## src/hw/usct_defines.vh

```
// constants for the serial transceiver clocking, framing and transmit block
// assumes inclusion by bare name from the design file
`ifndef USCT_DEFINES_VH
`define USCT_DEFINES_VH
// divisor width, low byte width
`define USCT_DIV_W 12
`define USCT_LOW_W 8
// shared location layout: select flag on top, control fields below
`define USCT_SEL_BIT 7
`define USCT_MODE_BIT 6
`define USCT_PM_HI 5
`define USCT_PM_LO 4
`define USCT_STOP_BIT 3
`define USCT_CSZ_HI 2
`define USCT_CSZ_LO 1
`define USCT_CPOL_BIT 0
`define USCT_CTRL_W 7
// reset: async, no parity, one stop, 8 data bits, polarity 0
`define USCT_CTRL_RST 7'h06
// oversampling: last count and half-bit start value
`define USCT_OS_NORM 4'hf
`define USCT_OS_DBL 4'h7
`define USCT_HALF_NORM 4'h8
`define USCT_HALF_DBL 4'h4
// character sizes
`define USCT_MIN_BITS 4'h5
`define USCT_MAX_BITS 4'h9
`define USCT_DATA_W 9
// frame: start + 9 data + parity + 2 stop
`define USCT_FRM_W 13
`define USCT_FRM_OVH 4'h2
// transmit buffer
`define USCT_BUF_FULL 2'h2
`endif

```

## src/hw/usct_top.v

```verilog
// serial transceiver: baud generator, transfer clock, framing, transmitter,
// two-entry transmit buffer and a compact receiver with framing check
// assumes configuration strobes come from logic on clk; pins are asynchronous
//
// Summary of operation
// - twelve-bit baud divisor from two bytes
// - double speed halves transmit divisor, async only
// - double speed receiver uses eight samples
// - slave clock synchronised then edge detected
// - sync mode: clock pin output or input
// - sample on edge opposite data change
// - polarity bit selects change and sample edges
// - thirty formats: 5-9 data, parity, stops
// - start, data lsb first, parity, stops
// - start low, stops high, idle high
// - one format setting shared by both directions
// - second stop ignored; error on first
// - even parity xor, odd inverted
// - shared location: select bit picks control
// - transmit enable hands data pin to block
// - sync master transmit takes over clock pin
// - buffer moves to shifter when idle/frame end
// - unused upper data bits ignored
// - down-counter reload on zero or low write
// - mode select async/sync; direction master/slave
// - empty flag while buffer holds nothing
// - complete flag after frame, buffer empty
`timescale 1ns/1ps
`include "usct_defines.vh"

module usct_top #(
    parameter DIV_W = `USCT_DIV_W
) (
    // clock and reset
    input wire clk,
    input wire rst,
    // configuration writes
    input wire baud_low_wr,
    input wire [7:0] baud_low_wdata,
    input wire shared_wr,
    input wire [7:0] shared_wdata,
    // control bits
    input wire double_speed_bit,
    input wire transmit_enable_bit,
    input wire receive_enable_bit,
    input wire transfer_clock_direction,
    input wire char_size_bit2,
    input wire txc_clear,
    // transmit data
    input wire data_valid,
    input wire [8:0] data_wdata,
    output wire data_ready,
    // status
    output wire buffer_empty_flag,
    output wire transmit_complete_flag,
    output wire [DIV_W-1:0] baud_divisor,
    output wire [6:0] control_status_c,
    // receive
    output wire [8:0] rx_data,
    output wire rx_valid,
    output wire framing_error_flag,
    // pins
    output wire txd_out,
    output wire txd_oe_n,
    input wire rxd_in,
    input wire xck_in,
    output wire xck_out,
    output wire xck_oe_n
);

localparam RX_IDLE = 2'h0;
localparam RX_START = 2'h1;
localparam RX_DATA = 2'h2;
localparam RX_STOP = 2'h3;

// ==========================================
// configuration
reg [`USCT_LOW_W-1:0] divl_q;
reg [DIV_W-`USCT_LOW_W-1:0] divh_q;
reg [`USCT_CTRL_W-1:0] ctl_q;

always @(posedge clk) begin
    if (rst) begin
        divl_q <= {`USCT_LOW_W{1'b0}};
        divh_q <= {(DIV_W-`USCT_LOW_W){1'b0}};
        ctl_q <= `USCT_CTRL_RST;
    end else begin
        if (baud_low_wr) begin
            divl_q <= baud_low_wdata;
        end
        if (shared_wr) begin
            if (shared_wdata[`USCT_SEL_BIT]) begin
                ctl_q <= shared_wdata[`USCT_CTRL_W-1:0];
            end else begin
                divh_q <= shared_wdata[DIV_W-`USCT_LOW_W-1:0];
            end
        end
    end
end

assign baud_divisor = {divh_q, divl_q};
assign control_status_c = ctl_q;

wire sync_m = ctl_q[`USCT_MODE_BIT];
wire master = transfer_clock_direction;
wire cpol = ctl_q[`USCT_CPOL_BIT];
wire [1:0] pm = ctl_q[`USCT_PM_HI:`USCT_PM_LO];
wire stop2 = ctl_q[`USCT_STOP_BIT];
wire [1:0] csz = ctl_q[`USCT_CSZ_HI:`USCT_CSZ_LO];
wire [3:0] nbits = char_size_bit2 ? `USCT_MAX_BITS : `USCT_MIN_BITS + {2'b00, csz};
// double speed is forced off in sync so a stray setting cannot skew the clock
wire dbl = double_speed_bit & ~sync_m;
wire [3:0] os_last = dbl ? `USCT_OS_DBL : `USCT_OS_NORM;
wire [3:0] os_half = dbl ? `USCT_HALF_DBL : `USCT_HALF_NORM;

// ==========================================
// baud generator
reg [DIV_W-1:0] cnt_q;
wire tick = cnt_q == {DIV_W{1'b0}};
// a low-byte write restarts the count with the new value at once
wire [DIV_W-1:0] div_ld = {divh_q, baud_low_wr ? baud_low_wdata : divl_q};

always @(posedge clk) begin
    if (rst) begin
        cnt_q <= {DIV_W{1'b0}};
    end else if (baud_low_wr || tick) begin
        cnt_q <= div_ld;
    end else begin
        cnt_q <= cnt_q - 1'b1;
    end
end

// ==========================================
// pin synchronisers and transfer clock
reg [2:0] xs_q;
reg [2:0] rs_q;
reg xf_q;
reg xp_q;
reg rxf_q;
reg mx_q;

always @(posedge clk) begin
    if (rst) begin
        xs_q <= 3'h0;
        rs_q <= 3'h7;
        xf_q <= 1'b0;
        xp_q <= 1'b0;
        rxf_q <= 1'b1;
        mx_q <= 1'b0;
    end else begin
        xs_q <= {xs_q[1:0], xck_in};
        rs_q <= {rs_q[1:0], rxd_in};
        if (xs_q[1] == xs_q[2]) begin
            xf_q <= xs_q[2];
        end
        if (rs_q[1] == rs_q[2]) begin
            rxf_q <= rs_q[2];
        end
        xp_q <= xf_q;
        if (sync_m && master && tick) begin
            mx_q <= ~mx_q;
        end
    end
end

// master edges are predicted one clock ahead so data moves with the pin
wire rise = master ? (tick & ~mx_q) : (xf_q & ~xp_q);
wire fall = master ? (tick & mx_q) : (~xf_q & xp_q);
wire chg = cpol ? fall : rise;
wire smp = cpol ? rise : fall;

// ==========================================
// transmit bit timing
reg [3:0] txo_q;
wire async_stb = tick & (txo_q == os_last);
wire bit_stb = sync_m ? chg : async_stb;

always @(posedge clk) begin
    if (rst) begin
        txo_q <= 4'h0;
    end else if (tick) begin
        txo_q <= async_stb ? 4'h0 : txo_q + 1'b1;
    end
end

// ==========================================
// two-entry transmit buffer
reg fwp_q;
reg frp_q;
reg [1:0] fcnt_q;
wire ld;
wire fnemp = fcnt_q != 2'h0;
assign data_ready = fcnt_q != `USCT_BUF_FULL;
wire push = data_valid & data_ready;
assign buffer_empty_flag = ~fnemp;

genvar g;
generate
    for (g = 0; g < 2; g = g + 1) begin : ent
        reg [`USCT_DATA_W-1:0] q;
        always @(posedge clk) begin
            if (rst) begin
                q <= {`USCT_DATA_W{1'b0}};
            end else if (push && (fwp_q == g)) begin
                q <= data_wdata;
            end
        end
    end
endgenerate

wire [`USCT_DATA_W-1:0] head = frp_q ? ent[1].q : ent[0].q;

always @(posedge clk) begin
    if (rst) begin
        fwp_q <= 1'b0;
        frp_q <= 1'b0;
        fcnt_q <= 2'h0;
    end else begin
        if (push) begin
            fwp_q <= ~fwp_q;
        end
        if (ld) begin
            frp_q <= ~frp_q;
        end
        if (push && !ld) begin
            fcnt_q <= fcnt_q + 1'b1;
        end else if (ld && !push) begin
            fcnt_q <= fcnt_q - 1'b1;
        end
    end
end

// ==========================================
// frame composition
reg [`USCT_FRM_W-1:0] frm;
reg par;
integer i;

always @* begin
    frm = {`USCT_FRM_W{1'b1}};
    frm[0] = 1'b0;
    par = pm[0];
    for (i = 0; i < `USCT_DATA_W; i = i + 1) begin
        if (i < nbits) begin
            frm[i+1] = head[i];
            par = par ^ head[i];
        end
    end
    if (pm[1]) begin
        frm[nbits+1'b1] = par;
    end
end

wire [3:0] flen = nbits + `USCT_FRM_OVH + {3'h0, pm[1]} + {3'h0, stop2};

// ==========================================
// transmit shifter
reg [`USCT_FRM_W-1:0] sh_q;
reg [3:0] rem_q;
reg busy_q;
reg txc_q;
wire last = busy_q & (rem_q == 4'h1);
assign ld = bit_stb & fnemp & (~busy_q | last);

always @(posedge clk) begin
    if (rst) begin
        sh_q <= {`USCT_FRM_W{1'b1}};
        rem_q <= 4'h0;
        busy_q <= 1'b0;
        txc_q <= 1'b0;
    end else begin
        if (ld) begin
            sh_q <= frm;
            rem_q <= flen;
            busy_q <= 1'b1;
        end else if (bit_stb && busy_q) begin
            sh_q <= {1'b1, sh_q[`USCT_FRM_W-1:1]};
            rem_q <= rem_q - 1'b1;
            if (last) begin
                busy_q <= 1'b0;
            end
        end
        // a completion in the clear cycle wins
        if (bit_stb && last && !fnemp) begin
            txc_q <= 1'b1;
        end else if (txc_clear) begin
            txc_q <= 1'b0;
        end
    end
end

assign transmit_complete_flag = txc_q;
assign txd_out = sh_q[0];
// disabling waits for pending data so no frame is cut short
wire tx_on = transmit_enable_bit | busy_q | fnemp;
assign txd_oe_n = ~tx_on;
assign xck_out = mx_q;
assign xck_oe_n = ~(sync_m & master & (tx_on | receive_enable_bit));

// ==========================================
// receiver
reg [1:0] rst_q;
reg [3:0] ros_q;
reg [3:0] rbit_q;
reg [`USCT_DATA_W-1:0] rsh_q;
reg [`USCT_DATA_W-1:0] rxd_q;
reg rxv_q;
reg fe_q;
wire [3:0] rxlen = nbits + {3'h0, pm[1]};
wire rstb = sync_m ? smp : (tick & (ros_q == os_last));

always @(posedge clk) begin
    if (rst) begin
        rst_q <= RX_IDLE;
        ros_q <= 4'h0;
        rbit_q <= 4'h0;
        rsh_q <= {`USCT_DATA_W{1'b0}};
        rxd_q <= {`USCT_DATA_W{1'b0}};
        rxv_q <= 1'b0;
        fe_q <= 1'b0;
    end else begin
        rxv_q <= 1'b0;
        if (tick) begin
            ros_q <= (ros_q == os_last) ? 4'h0 : ros_q + 1'b1;
        end
        case (rst_q)
            RX_IDLE: begin
                rbit_q <= 4'h0;
                rsh_q <= {`USCT_DATA_W{1'b0}};
                if (receive_enable_bit && !rxf_q) begin
                    if (!sync_m) begin
                        rst_q <= RX_START;
                        ros_q <= os_half;
                    end else if (smp) begin
                        rst_q <= RX_DATA;
                    end
                end
            end
            RX_START: begin
                if (rstb) begin
                    rst_q <= rxf_q ? RX_IDLE : RX_DATA;
                end
            end
            RX_DATA: begin
                if (rstb) begin
                    if (rbit_q < nbits) begin
                        rsh_q[rbit_q] <= rxf_q;
                    end
                    rbit_q <= rbit_q + 1'b1;
                    if (rbit_q == rxlen - 1'b1) begin
                        rst_q <= RX_STOP;
                    end
                end
            end
            RX_STOP: begin
                if (rstb) begin
                    fe_q <= ~rxf_q;
                    rxd_q <= rsh_q;
                    rxv_q <= 1'b1;
                    rst_q <= RX_IDLE;
                end
            end
            default: begin
                rst_q <= RX_IDLE;
            end
        endcase
    end
end

assign rx_data = rxd_q;
assign rx_valid = rxv_q;
assign framing_error_flag = fe_q;

endmodule
```

## config.mk

```make
export PLATFORM = sky130hd
export DESIGN_NAME = usct_top
export DESIGN_NICKNAME = d
export VERILOG_FILES = /design/src/hw/usct_top.v
export VERILOG_INCLUDE_DIRS = /design/src /design/src/hw
export SDC_FILE = /design/constraint.sdc
export NUM_CORES = 1
export LEC_CHECK = 0
export ABC_AREA = 1
export BUFFER_PORTS_ARGS = -buffer_cell sky130_fd_sc_hd__buf_2
export CAP_MARGIN = 10
export CORE_MARGIN = 2
export CORE_UTILIZATION = 45
export DETAILED_ROUTE_END_ITERATION = 6
export MAX_ROUTING_LAYER = met4
export SETUP_SLACK_MARGIN = 0.2
export SYNTH_ARGS = -nofsm -noshare
export SYNTH_HDL_FRONTEND = slang
export SYNTH_SLANG_ARGS = --single-unit
```

## constraint.sdc

```tcl
create_clock -name clk -period 5.55 [get_ports clk]
set_clock_uncertainty 0.2 [all_clocks]
set_input_delay 0.8325 -clock clk [delete_from_list [all_inputs] [get_ports clk]]
set_output_delay 0.8325 -clock clk [all_outputs]
set_load 0.01 [all_outputs]
```

; ---- Word level (Yosys, flattened, before mapping)
; Index checks and enable logic that the tools add are counted.
[word_totals]
ff_bits = 116
in_bits = 38
out_inout_bits = 37
word_cells = 213
[op_classes]
addsub = 14
n_lt_le_gt_ge = 14
n_eq_ne = 17
n_mux = 69
bitwise = 39
reduce_logical = 33
[ops]
columns = op, count
row1 = $mux 4, 12
row2 = $mux 13, 3
row3 = $mux 1, 32
row4 = $mux 9, 3
row5 = $mux 2, 10
row6 = $pmux 9 s2, 1
row7 = $add 4x1->4 const B, 4
row8 = $lt 3x4->1 const A, 4
row9 = $ne 2x2->1 const B, 7
row10 = $and 1x1->1, 13
row11 = $bwmux 13, 1
row12 = $not 1->1, 13
row13 = $add 4x1->4, 3
row14 = $eq 4x4->1, 3
row15 = $logic_and 1x1->1, 12
row16 = $logic_not 12->1, 1
row17 = $mux 12, 1
row18 = $reduce_bool 2->1, 6
row19 = $sub 12x1->12 const B, 1
row20 = $lt 4x5->1 const B, 2
row21 = $reduce_and 2->1, 5
row22 = $bwmux 9, 1
row23 = $xor 1x1->1, 9
row24 = $demux 1 s4, 2
row25 = 25 further kinds, 37

; ---- Longest topological paths before layout
; Gate-level depths: netlist of run 1.
[logic_depth]
word_depth = 23
mapped_depth = 18
depth_no_buf = 18

; ---- Worst setup path before layout of run 1
; Ideal clock, no wire load.
[synth_path]
kind = input to register
start = input double_speed_bit
end = register fcnt_q[1]
setup_ns = 0.122
arrival_time_ns = 2.458
required_time_ns = 5.228
setup_slack_ns = 2.770
cell_stages = 12
n_path_buf = 1
cell_sequence = nand2_2 > xor2_2 > inv_2 > nand3_2 > o21ai_4 > nand4_4 > buf_2 > ha_1 > a21oi_1 > o21ai_0 > o21ai_0 > a21oi_1
[synth_between]
elab_chain_cells = 10
[synth_lines]
columns = element, line
row1 = from (decl), usct_top.v:43  ; input wire double_speed_bit,
row2 = $and 1x1->1 *, usct_top.v:112  ; wire dbl = double_speed_bit & ~sync_m;
row3 = $mux 4 (no line) *, --
row4 = $eq 4x4->1 *, usct_top.v:175  ; wire async_stb = tick & (txo_q == os_last);
row5 = $and 1x1->1 *, usct_top.v:175
row6 = $mux 1 *, usct_top.v:176  ; wire bit_stb = sync_m ? chg : async_stb;
row7 = $and 1x1->1 * (2 in series), usct_top.v:263  ; assign ld = bit_stb & fnemp & (~busy_q | last);
row8 = $logic_not 1->1, usct_top.v:225  ; if (push && !ld) begin
row9 = $logic_and 1x1->1, usct_top.v:225
row10 = $mux 2 or $reduce_bool 2->1 (tied branches), --
row11 = to (signal assigned), usct_top.v:226  ; fcnt_q <= fcnt_q + 1'b1;
row12 = to (signal assigned), usct_top.v:228  ; fcnt_q <= fcnt_q - 1'b1;
row13 = to (decl), usct_top.v:190  ; reg [1:0] fcnt_q;
; Mark *: on every way between the ends. The rest lies on a longest branch, timed or not.
; A chain may end at the register's enable or synchronous reset.

; ---- Worst setup path in the final report of run 1
[layout_path]
start = register fcnt_q[0]
end = output xck_oe_n
[layout_between]
elab_chain_cells = 5
[layout_lines]
columns = element, line
row1 = $reduce_bool 2->1, usct_top.v:192  ; wire fnemp = fcnt_q != 2'h0;
row2 = $or 1x1->1, usct_top.v:295  ; wire tx_on = transmit_enable_bit | busy_q | fnemp;
row3 = $or 1x1->1, usct_top.v:298  ; assign xck_oe_n = ~(sync_m & master & (tx_on | receive_enable_bit));
row4 = $and 1x1->1, usct_top.v:298
row5 = $not 1->1, usct_top.v:298
row6 = to (decl), usct_top.v:68  ; output wire xck_oe_n
; Every way passes these cells.

==> out/metrics.yaml, run 1 <==
timing:
  drv_slew: 0
  setup_tns_ns: 0
  post-route-min-period_ns: 3.10
  tightest_slew_ns: 1.06
  setup_slack_ns: 2.45
  hold_violations: 0
  relSlewSlack_pct: 29.5
  fmax_mhz: 322
  finalSetupViolCount: 0
  fin_crit_sh_pct: 55.9
  rsz0062_at_grt: "no"
critical_path:
  path_buf_inv: 2
  crit_fanout: 7
  ff2ff_path_depth: 12
  start_kind: "register"
  cp.depth: 6
  cp.required_ns: 4.52
  slowest_delay_ns: 0.56
  critPathKind: "register to primary output"
  end_kind: "primary output"
  worstPathCellList: "nor2_1, inv_1, nor3_1, nand2_1, nand3_1, buf_2"
  cp_top_family: "simple AND/OR/NAND/NOR gates"
  rrSetupSlack_ns: 2.55
  arrival_ns: 2.07
  slowest_stage: "nor3_1"
finish:
  num_antenna_cells: 0
  final_cell_mix: "nand2_1 (158), dfxtp_1 (116), inv_1 (109), nor2_1 (107), o21ai_0 (84)"
  final_common_cell: "nand2_1"
  nets: 993
  drive_gt1_share_pct: 15.0
  syn_to_final_growth_pct: 17.3
  layout.cells.non_filler: 1125
placed_design:
  portBuffers: 74
  hpwlAfterDp_um: 10100
  numPlacedInstances: 1093
  pre_cts_ws_ns: 2.36
  gp_congestion: 0.841
routing:
  wirelength_um: 14600
  wl_per_cell_um: 13.0
  dr.first_iter.drc_count: 357
  viasPerCell: 4.97
  ant_nets: 0
  first_pass_iters: 6
  drc: 0
  vias: 5596
grt:
  grt_pass1_wl_um: 23900
  antenna_found_initial: 0
  grt-busiest-layer: "met2"
  grt.overflow.total: 0
  met3_usage_pct: 4.58
  first_global_vias: 5018
  gr-usage-met1_pct: 27.8
  grt_start_max_net_pins: 72
  grtUsageMet2_pct: 32.5
  gr-usage-all-layers_pct: 21.3
synthesis:
  yosysSeqAreaShare_pct: 38.1
  netlist.area_leader.share_pct: 38.1
  synth_edf_count: 0
  muxShareOfSynthArea_pct: 1.15
  synth_simple_gate_area_share_pct: 28.5
  synth.area.top_cells: "dfxtp_1 (38%), nand2_1 (9.7%), o21ai_0 (6.9%)"
  ys_seq_elements: 116
  ys.flop_type: "dfxtp_1"
  syn_nets: 933
  synthAdderAreaFrac_pct: 4.02
  avgSynthCellArea_um2: 6.96
  synth_compound_area_share_pct: 15.3
  yosysWarningCount: 0
  yosysTopAreaCell: "dfxtp_1"
  synth_top_family_by_area: "simple AND/OR/NAND/NOR gates"
  synth_xor_area_share_pct: 3.00
  synthCells: 876
  syn_area_mm2: 0.00610
  synth.distinct_cells: 46
  async_reset_ff_share_pct: 0
clock_tree:
  clk_pin_slew_ns: 0.05
  numCtsBuffers: 17
  cts_buffer_depth: 2
  cts_hold_buf: 0
  cts_htree_levels: 4
  clock-sinks: 116
  cts-resized-gates: 0
  cts_root_buffer: "clkbuf_16"
  postCtsSetupBuffers: 0
  tritoncts: "yes"
  clock_latency_ns: 0.42
run:
  cap_violations: 0
power_and_ir_drop:
  ir_worst_vdd_mv: 0.236
  powerDensity_mw_per_mm2: 350
  power.leakage_uw: 0.00339
floorplan:
  die_y_um: 120
  die-area_mm2: 0.0145
  io-pin-count: 75
  core_area_mm2: 0.0132
  start_util_pct: 46.0
  dieWidth_um: 120
  rows: 42
hold_path:
  min_path_cells: 2
  min_path_type: "register to register"
status:
  status: "finished clean"
path summary, 6_finish.rpt:
check	startpoint	to
max	fcnt_q[0]$_SDFFE_PP0P_	xck_oe_n
min	xs_q[0]$_SDFF_PP0_	xs_q[1]$_SDFF_PP0_
max reg2reg	control_status_c[1]$_SDFFE_PP1P_	rsh_q[5]$_SDFFE_PP0P_
min reg2reg	xs_q[0]$_SDFF_PP0_	xs_q[1]$_SDFF_PP0_
flip-flops by register name (all words and copies together) (netlist names), 2 cells and up:
register	cells
ent.q	18
sh_q	13
cnt_q	12
rsh_q	9
rx_data	9
divl_q	8
control_status_c	7
divh_q	4
rbit_q	4
rem_q	4
ros_q	4
txo_q	4
rs_q	3
xs_q	3
fcnt_q	2
rst_q	2
cell type report:
class	count	area, um^2
inverter	115	434
clock buffer	24	502
timing repair buffer	75	378
multi-input combinational	611	3170
clock inverter	8	121
tap	176	220
sequential	116	2320
fill	1340	6090
through the flow:
stage | total power [uW] | utilization (%) | area, um^2 | hold WS (ns)
after floorplan | 1250 | - | 6100 | 0.188
after global placement | 1360 | 49.3 | 6530 | 0.190
after detailed placement | 1360 | 49.3 | 6530 | 0.195
after CTS | 2520 | 54.0 | 7150 | 0.206
after global routing | 2620 | 54.0 | 7150 | 0.220
final | 2500 | 54.0 | 7150 | 0.203
worst min-delay path, stage by stage, from the launching register on:
cell     delay, ns
dfxtp_1       0.29
inv_1         0.04
nor2_1        0.03
kinds of logic (layout without fill, tap and decap cells):
family | after synthesis | after routing
fa+ha+maj | 19 | 19
flops | 116 | 116
xor+xnor | 20 | 20
mux | 7 | 7
buf+inv | 149 | 222
simple gates | 389 | 389
compound gates | 176 | 176
where the power goes:
| part | internal, uW | switching [uW] | total, uW | leakage, uW |
|---|---|---|---|---|
| sequential | 892 | 40.2 | 932 | 0.000948 |
| combinational | 141 | 270 | 411 | 0.00213 |
| clock | 764 | 393 | 1160 | 0.000306 |
cells in the mapped netlist (7+ instances only):
| library cell | instances |
|---|---|
| nor2_1 | 107 |
| inv_1 | 110 |
| xor2_1 | 12 |
| ha_1 | 18 |
| xnor2_1 | 7 |
| nand4_1 | 21 |
| nand3_1 | 61 |
| buf_4 | 7 |
| dfxtp_1 | 116 |
| o21ai_0 | 84 |
| mux2i_1 | 7 |
| o21ai_1 | 11 |
| nor3_1 | 10 |
| or2_2 | 7 |
| nand2_1 | 158 |
| clkbuf_1 | 19 |
| a21oi_1 | 64 |
per-layer routing:
layer  routed length (um)  part of all wire [%]
met3                  554                   3.8
met2                 6540                    45
met1                 7250                    50
met5                    0                     0
met4                  255                   1.7
Power figures use the tool's default switching activity.
==> inputs of run 2 (changes only) <==
--- a/config.mk
+++ b/config.mk
@@ -6,13 +6,14 @@
 export SDC_FILE = /design/constraint.sdc
 export NUM_CORES = 1
 export LEC_CHECK = 0
-export ABC_AREA = 1
+export ABC_AREA = 0
 export BUFFER_PORTS_ARGS = -buffer_cell sky130_fd_sc_hd__buf_2
 export CAP_MARGIN = 10
 export CORE_MARGIN = 2
 export CORE_UTILIZATION = 45
 export DETAILED_ROUTE_END_ITERATION = 6
 export MAX_ROUTING_LAYER = met4
+export PLACE_DENSITY = 0.67
 export SETUP_SLACK_MARGIN = 0.2
 export SYNTH_ARGS = -nofsm -noshare
 export SYNTH_HDL_FRONTEND = slang
==> constraint.sdc (replaced) <==
create_clock -name clk -period 2.7 [get_ports clk]
set_clock_uncertainty 0.2 [all_clocks]
set_input_delay 0.405 -clock clk [delete_from_list [all_inputs] [get_ports clk]]
set_output_delay 0.405 -clock clk [all_outputs]
set_load 0.01 [all_outputs]
==> run 2 against run 1 <==
Compared with the run above: the flow now finishes with violations (negative setup slack); first-iteration DRC count fell by 21%; worst hold slack got worse by 0.17 ns; critical path type is now register to register; register-to-register slack got worse by 2.8 ns; cell area rose by 11%; sequential power rose by 98%; critical endpoint is now fcnt_q[1]$_SDFFE_PP0P_; utilization rose by 8.9 points.
==> out/metrics.yaml, run 2 <==
status:
  status: "complete, but fails checks"
  violations: "negative setup slack"
synthesis:
  muxShareOfSynthArea_pct: 8.04  # +6.9 points
  synth.area.top_cells: "dfxtp_1 (40%), mux2i_1 (7.3%), a21oi_1 (4.6%)"
  synth_common_cells: "dfxtp_1 (116), nor2_1 (69), nand2_1 (65)"
  async_reset_ff_share_pct: 0  # unchanged
  yosysWarningCount: 0  # unchanged
  ys_seq_elements: 116  # unchanged
  syn_area_mm2: 0.00579  # -5.0%
  syn_nets: 722  # -23%
  synth_top_family_by_area: "simple AND/OR/NAND/NOR gates"
  ys.flop_type: "dfxtp_1"
  avgSynthCellArea_um2: 8.71  # +25%
  synthAdderAreaFrac_pct: 4.24  # +0.21 points
  yosysTopAreaCell: "dfxtp_1"
  netlist.area_leader.share_pct: 40.1  # +2.0 points
  synth.distinct_cells: 72  # +57%
  synthCells: 665  # -24%
  synth_compound_area_share_pct: 17.0  # +1.7 points
  synth_edf_count: 0  # unchanged
  synth_simple_gate_area_share_pct: 20.7  # -7.8 points
  synth_xor_area_share_pct: 5.45  # +2.5 points
  yosysSeqAreaShare_pct: 40.1  # +2.0 points
  yosysMostFrequentCell: "dfxtp_1"
routing:
  drc: 0  # unchanged
  dr.max_layer_used: "met4"
  dr.first_iter.drc_count: 283  # -21%
  wirelength_um: 15900  # +9.0%
  vias: 5378  # -3.9%
  dr_wl_met3_um: 596  # +7.6%
  viasPerCell: 5.43  # +9.2%
  first_pass_iters: 5  # -1
  ant_nets: 0  # unchanged
  met2_length_um: 8180  # +25%
  wl_per_cell_um: 16.1  # +24%
  wl_met1_um: 6850  # -5.5%
finish:
  largest_register_ffs: 18  # unchanged
  syn_to_final_growth_pct: 36.5
  top_regs: "ent.q (18), sh_q (13), cnt_q (12)"
  final_cell_mix: "dfxtp_1 (113), buf_2 (73), nor2_1 (68), buf_4 (68), nand2_1 (64)"
  nFillCells: 1044  # -22%
  largest-register: "ent.q"
  num_antenna_cells: 0  # unchanged
  drive_gt1_share_pct: 30.6  # +16 points
  nets: 862  # -13%
  final_util_pct: 62.9  # +8.9 points
  final_common_cell: "dfxtp_1"
floorplan:
  io-pin-count: 75  # unchanged
  die_y_um: 117  # -2.5%
  core_area_mm2: 0.0126  # -5.1%
  start_util_pct: 46.1  # about the same
  dieWidth_um: 117  # -2.5%
  die-area_mm2: 0.0138  # -4.9%
  rows: 41  # -2.4%
critical_path:
  arrival_ns: 3.13  # +1.06 ns
  critPathKind: "register to register"
  start_kind: "register"
  cp.required_ns: 2.86  # -1.66 ns
  end_kind: "register"
  crit_fanout: 3  # -4
timing:
  drv_slew: 0  # unchanged
  tightest_slew_ns: 0.658  # -0.398 ns
  fmax_mhz: 336
  relSlewSlack_pct: 56.0  # +26 points
  rsz0062_at_grt: "yes"
  post-route-min-period_ns: 2.98
  fin_crit_sh_pct: 110
  setup_slack_ns: -0.276  # -2.72 ns
  finalSetupViolCount: 44  # +44
  hold_violations: 0  # unchanged
power_and_ir_drop:
  p_total_uw: 5270  # +110%
  ir_worst_vdd_mv: 0.439  # +86%
  powerDensity_mw_per_mm2: 667  # +91%
  switchingPower_uw: 1290  # +83%
  power.leakage_uw: 0.00332  # -2.0%
  internal_power_uw: 3980  # +120%
  clockPowerShare_pct: 49.6  # +3.3 points
  combinationalPowerShare_pct: 15.4  # -1.0 points
  switching_share_pct: 24.4  # -3.7 points
  power.share.sequential_pct: 35.0  # -2.3 points
grt:
  first_global_vias: 5363  # +6.9%
  grt.overflow.total: 0  # unchanged
  grt_start_max_net_pins: 43  # -40%
  grt_pass1_wl_um: 26300  # +9.8%
  gr-usage-all-layers_pct: 24.1  # +2.8 points
  antenna_found_initial: 0  # unchanged
run:
  cap_violations: 0  # unchanged
clock_tree:
  tritoncts: "yes"
  clock-sinks: 116  # unchanged
  clock_latency_ns: 0.42  # about the same
  cts_buffer_depth: 2  # unchanged
  clk_pin_slew_ns: 0.05  # about the same
  numCtsBuffers: 17  # unchanged
  cts_root_buffer: "clkbuf_16"
  cts_htree_levels: 4  # unchanged
hold_path:
  min_path_type: "input port to register"
placed_design:
  hpwlAfterDp_um: 11000  # +8.8%
  gp_congestion: 0.865  # +2.9%
  portBuffers: 74  # unchanged
## run 2: what timing repair did
| action | 4_1_cts | 5_1_grt |
|---|---|---|
| endpoints found under the hold margin | 2 | 0 |
| buffers inserted | 11 | 4 |
| gates resized for setup | 45 | 8 |
| hold buffers | 2 | 0 |
| gates cloned | 0 | 1 |
| endpoints found under the setup margin | 48 | 50 |
| pin swaps | 27 | 1 |
## run 2: cell families (layout without fill, tap and decap cells)
group           after synthesis  in the layout
compound gates              146            146
xor+xnor                     36             36
fa+ha+maj                    19             19
buf+inv                      61            214
flops                       116            116
mux                          46             46
simple gates                241            241
## run 2: final cells by class
| class | instances | area (um^2) | area share (%) |
|---|---|---|---|
| multi-input combinational | 488 | 3490 | 44.2 |
| inverter | 25 | 96.3 | 1.22 |
| timing repair buffer | 157 | 1080 | 13.7 |
| sequential | 116 | 2330 | 29.4 |
| clock buffer | 24 | 492 | 6.22 |
| clock inverter | 8 | 194 | 2.45 |
| tap | 172 | 215 | 2.72 |
## run 2: power groups by stage
stage          Combinational (uW)  Clock [uW]  Sequential [uW]
2_1_floorplan                 459           0             1870
3_3_place_gp                  707           0             1870
3_5_place_dp                  728           0             1880
4_1_cts                       794        2640             1840
5_1_grt                       879        2730             1850
6_report                      811        2610             1850
## run 2: stage by stage
stage	hold WS [ns]	worst slack [ns]	area (um^2)	std cells	setup TNS (ns)
floorplan	0.189	-0.756	5860	665	-15.74
global placement	0.192	-0.272	6770	940	-7.21
detailed placement	0.205	-0.338	6770	940	-10.39
CTS	0.0261	-0.259	7810	985	-4.72
global route	0.0462	-0.374	7900	990	-11.59
finish	0.0357	-0.276	7900	990	-5.59
## run 2: final timing paths
path | from | end | slack, ns | cells after the start
setup / recovery | cnt_q[1]$_SDFF_PP0_ | fcnt_q[1]$_SDFFE_PP0P_ | -0.28 | 12
hold / removal | data_wdata[8] | ent[0].q[8]$_SDFFE_PP0P_ | 0.04 | 3
setup reg to reg | cnt_q[1]$_SDFF_PP0_ | fcnt_q[1]$_SDFFE_PP0P_ | -0.28 | 12
hold reg to reg | rs_q[0]$_SDFF_PP1_ | rs_q[1]$_SDFF_PP1_ | 0.21 | 1
## run 2: critical path: stages, from the launching register on
cell and delay (ns):
dfxtp_2 0.32, inv_2 0.06, ha_4 0.12, or4b_4 0.48, nor4_4 0.27, a311oi_2 0.19, o31ai_4 0.29, and2_4 0.20
inv_4 0.04, ha_4 0.15, xor2_2 0.14, or3_1 0.33, a21oi_2 0.11
## run 2: layer usage
layer | track usage [%] | up-vias
met5 | - | -
met2 | 40.6 | 128
li1 | - | 2635
met3 | 5.20 | 25
met4 | 9.56 | 0
met1 | 28.0 | 2590
==> inputs of run 3 (changes only) <==
--- a/config.mk
+++ b/config.mk
@@ -8,12 +8,13 @@
 export LEC_CHECK = 0
 export ABC_AREA = 0
 export BUFFER_PORTS_ARGS = -buffer_cell sky130_fd_sc_hd__buf_2
-export CAP_MARGIN = 10
+export CAP_MARGIN = 20
 export CORE_MARGIN = 2
 export CORE_UTILIZATION = 45
 export DETAILED_ROUTE_END_ITERATION = 6
 export MAX_ROUTING_LAYER = met4
 export PLACE_DENSITY = 0.67
+export REMOVE_ABC_BUFFERS = 1
 export SETUP_SLACK_MARGIN = 0.2
 export SYNTH_ARGS = -nofsm -noshare
 export SYNTH_HDL_FRONTEND = slang
==> run 3 against run 2 <==
Compared with the run above: the run still ends with negative setup slack left; clock power decreased by 9.2%; critical path depth unchanged; non-clock buffer count increased by 1; sequential power about the same; sequential share of layout area decreased by 0.21 points; flip-flop and latch count unchanged; cell area increased by 0.60%; global-route usage decreased by 1.4 points; first-iteration DRC count increased by 28%; highest routed layer unchanged.
==> out/metrics.yaml, run 3 (synthesis gave the netlist of run 2 again) <==
timing:
  drv_slew: 0  # unchanged
  fin_crit_sh_pct: 110  # about the same
  rsz0062_at_grt: "yes"
  fmax_mhz: 336  # about the same
  relSlewSlack_pct: 57.3  # +1.4 points
  post-route-min-period_ns: 2.98  # -0.000555 ns
  setup_tns_ns: -7.07  # -1.48 ns
  finalSetupViolCount: 44  # unchanged
  setup_slack_ns: -0.276  # +0.000555 ns
  tightest_slew_ns: 0.639  # -0.0188 ns
  hold_violations: 0  # unchanged
status:
  status: "complete, but fails checks"
  violations: "negative setup slack"
finish:
  top_regs: "ent.q (18), sh_q (13), cnt_q (12)"
  stdcell_area_mm2: 0.00795  # +0.60%
  syn_to_final_growth_pct: 37.3
  multiInputGateArea_mm2: 0.00353  # +1.2%
  largest_register_ffs: 18  # unchanged
  final_common_cell: "dfxtp_1"
  drive_gt1_share_pct: 31.3  # +0.73 points
  nFillCells: 1014  # -2.9%
  regArea_mm2: 0.00232  # -0.11%
  final_util_pct: 63.2  # +0.38 points
  num_antenna_cells: 0  # unchanged
  largest-register: "ent.q"
  final_cell_mix: "dfxtp_1 (115), buf_2 (73), nor2_1 (65), buf_4 (62), nand2_1 (61)"
  nets: 863  # +0.12%
  layout.cells.non_filler: 990  # unchanged
critical_path:
  crit_fanout: 4  # +1
  cp.required_ns: 2.79  # -0.07 ns
  end_kind: "register"
  worstPathCellList: "inv_2, ha_4, or4b_4, nor4_4, a311oi_2, buf_4, o31ai_4, buf_6, buf_16, mux2i_4, mux2i_1, a2bb2oi_1"
  path_buf_inv: 4  # +2
  start_kind: "register"
  arrival_ns: 3.07  # -0.06 ns
  critPathKind: "register to register"
  cp_top_family: "simple AND/OR/NAND/NOR gates"
  slowest_delay_ns: 0.48  # about the same
  slowest_stage: "or4b_4"
clock_tree:
  cts_htree_levels: 4  # unchanged
  numCtsBuffers: 17  # unchanged
  tritoncts: "yes"
  clock_latency_ns: 0.42  # about the same
  cts_buffer_depth: 2  # unchanged
  clk_pin_slew_ns: 0.05  # about the same
  clock-sinks: 116  # unchanged
  cts_root_buffer: "clkbuf_16"
routing:
  viasPerCell: 5.44  # +0.11%
  drc: 0  # unchanged
  wirelength_um: 15400  # -3.5%
  vias: 5384  # +0.11%
  wl_per_cell_um: 15.5  # -3.5%
  dr.first_iter.drc_count: 361  # +28%
  first_pass_iters: 5  # unchanged
  ant_nets: 0  # unchanged
hold_path:
  min_path_type: "input port to register"
floorplan:
  io-pin-count: 75  # unchanged
  dieWidth_um: 117  # unchanged
  die-area_mm2: 0.0138  # unchanged
  start_util_pct: 46.1  # unchanged
  rows: 41  # unchanged
  die_y_um: 117  # unchanged
  core_area_mm2: 0.0126  # unchanged
placed_design:
  portBuffers: 74  # unchanged
  gp_congestion: 0.871  # +0.64%
  numPlacedInstances: 938  # -0.21%
  hpwlAfterDp_um: 10400  # -6.0%
  placed_cell_area_mm2: 0.00671  # -0.87%
run:
  cap_violations: 0  # unchanged
grt:
  grt.overflow.total: 0  # unchanged
  gr-usage-all-layers_pct: 22.7  # -1.4 points
  antenna_found_initial: 0  # unchanged
  grt_pass1_wl_um: 24700  # -6.1%
  first_global_vias: 5197  # -3.1%
  grt_start_max_net_pins: 61  # +42%
power_and_ir_drop:
  powerDensity_mw_per_mm2: 627  # -5.9%
  ir_worst_vdd_mv: 0.442  # +0.51%
  p_total_uw: 4990  # -5.4%
  power.leakage_uw: 0.00334  # +0.69%
-- run 3: changes by cell type in the layout (fill, tap and decap cells not counted), moves of 3 or more --
cell and change:
buf_6 +4, nor2_1 -3, nand2_1 -3, buf_4 -6
-- run 3: worst min-delay path, stage by stage --
cell	delay, ns
buf_2	0.09
mux2i_1	0.06
nor2_1	0.07
-- run 3: stage by stage --
stage	setup slack, ns	hold WS, ns
final	-0.276	0.0377
after global routing	-0.452	0.0318
after CTS	-0.362	0.0217
after detailed placement	-0.451	0.194
after global placement	-0.371	0.201
after floorplan	-0.867	0.189
-- run 3: area by class of cell --
class	instances	area share, %
Clock buffer	22	5.97
Tap cell	172	2.71
Sequential cell	116	29.2
Clock inverter	9	1.90
Multi-Input combinational cell	488	44.5
Inverter	25	1.21
Timing Repair Buffer	158	14.5
-- run 3: layer usage --
metal  vias to the layer above  track usage (%)  wire length [um]
met5                         -                -                 0
met4                         0             8.51               295
met3                        26             6.13               881
met2                       161             35.9              7360
met1                      2549             27.8              6830
li1                       2648                -                 -
-- run 3: repair_timing --
| item | 4_1_cts | 5_1_grt |
|---|---|---|
| endpoints found under the hold margin | 2 | 0 |
| buffers inserted | 10 | 7 |
| hold buffers | 2 | 0 |
| endpoints found under the setup margin | 48 | 50 |
| gates cloned | 1 | 1 |
| pin swaps | 33 | 25 |
| resized for setup | 55 | 29 |
-- run 3: power by group --
part           leakage [uW]  total [uW]  switching (uW)  internal (uW)
registers          0.000945        1840            57.8           1790
logic               0.00209         775             433            342
clock network      0.000306        2370             760           1610
total               0.00334        4990            1250           3730
-- run 3: final timing paths --
path | cells past startpoint | from | end | slack, ns
setup reg to reg | 12 | cnt_q[1]$_SDFF_PP0_ | sh_q[3]$_SDFFE_PP1P_ | -0.28
hold / removal | 3 | shared_wdata[1] | divh_q[1]$_SDFFE_PP0P_ | 0.04
setup / recovery | 12 | cnt_q[1]$_SDFF_PP0_ | sh_q[3]$_SDFFE_PP1P_ | -0.28
hold reg to reg | 1 | rs_q[0]$_SDFF_PP1_ | rs_q[1]$_SDFF_PP1_ | 0.21
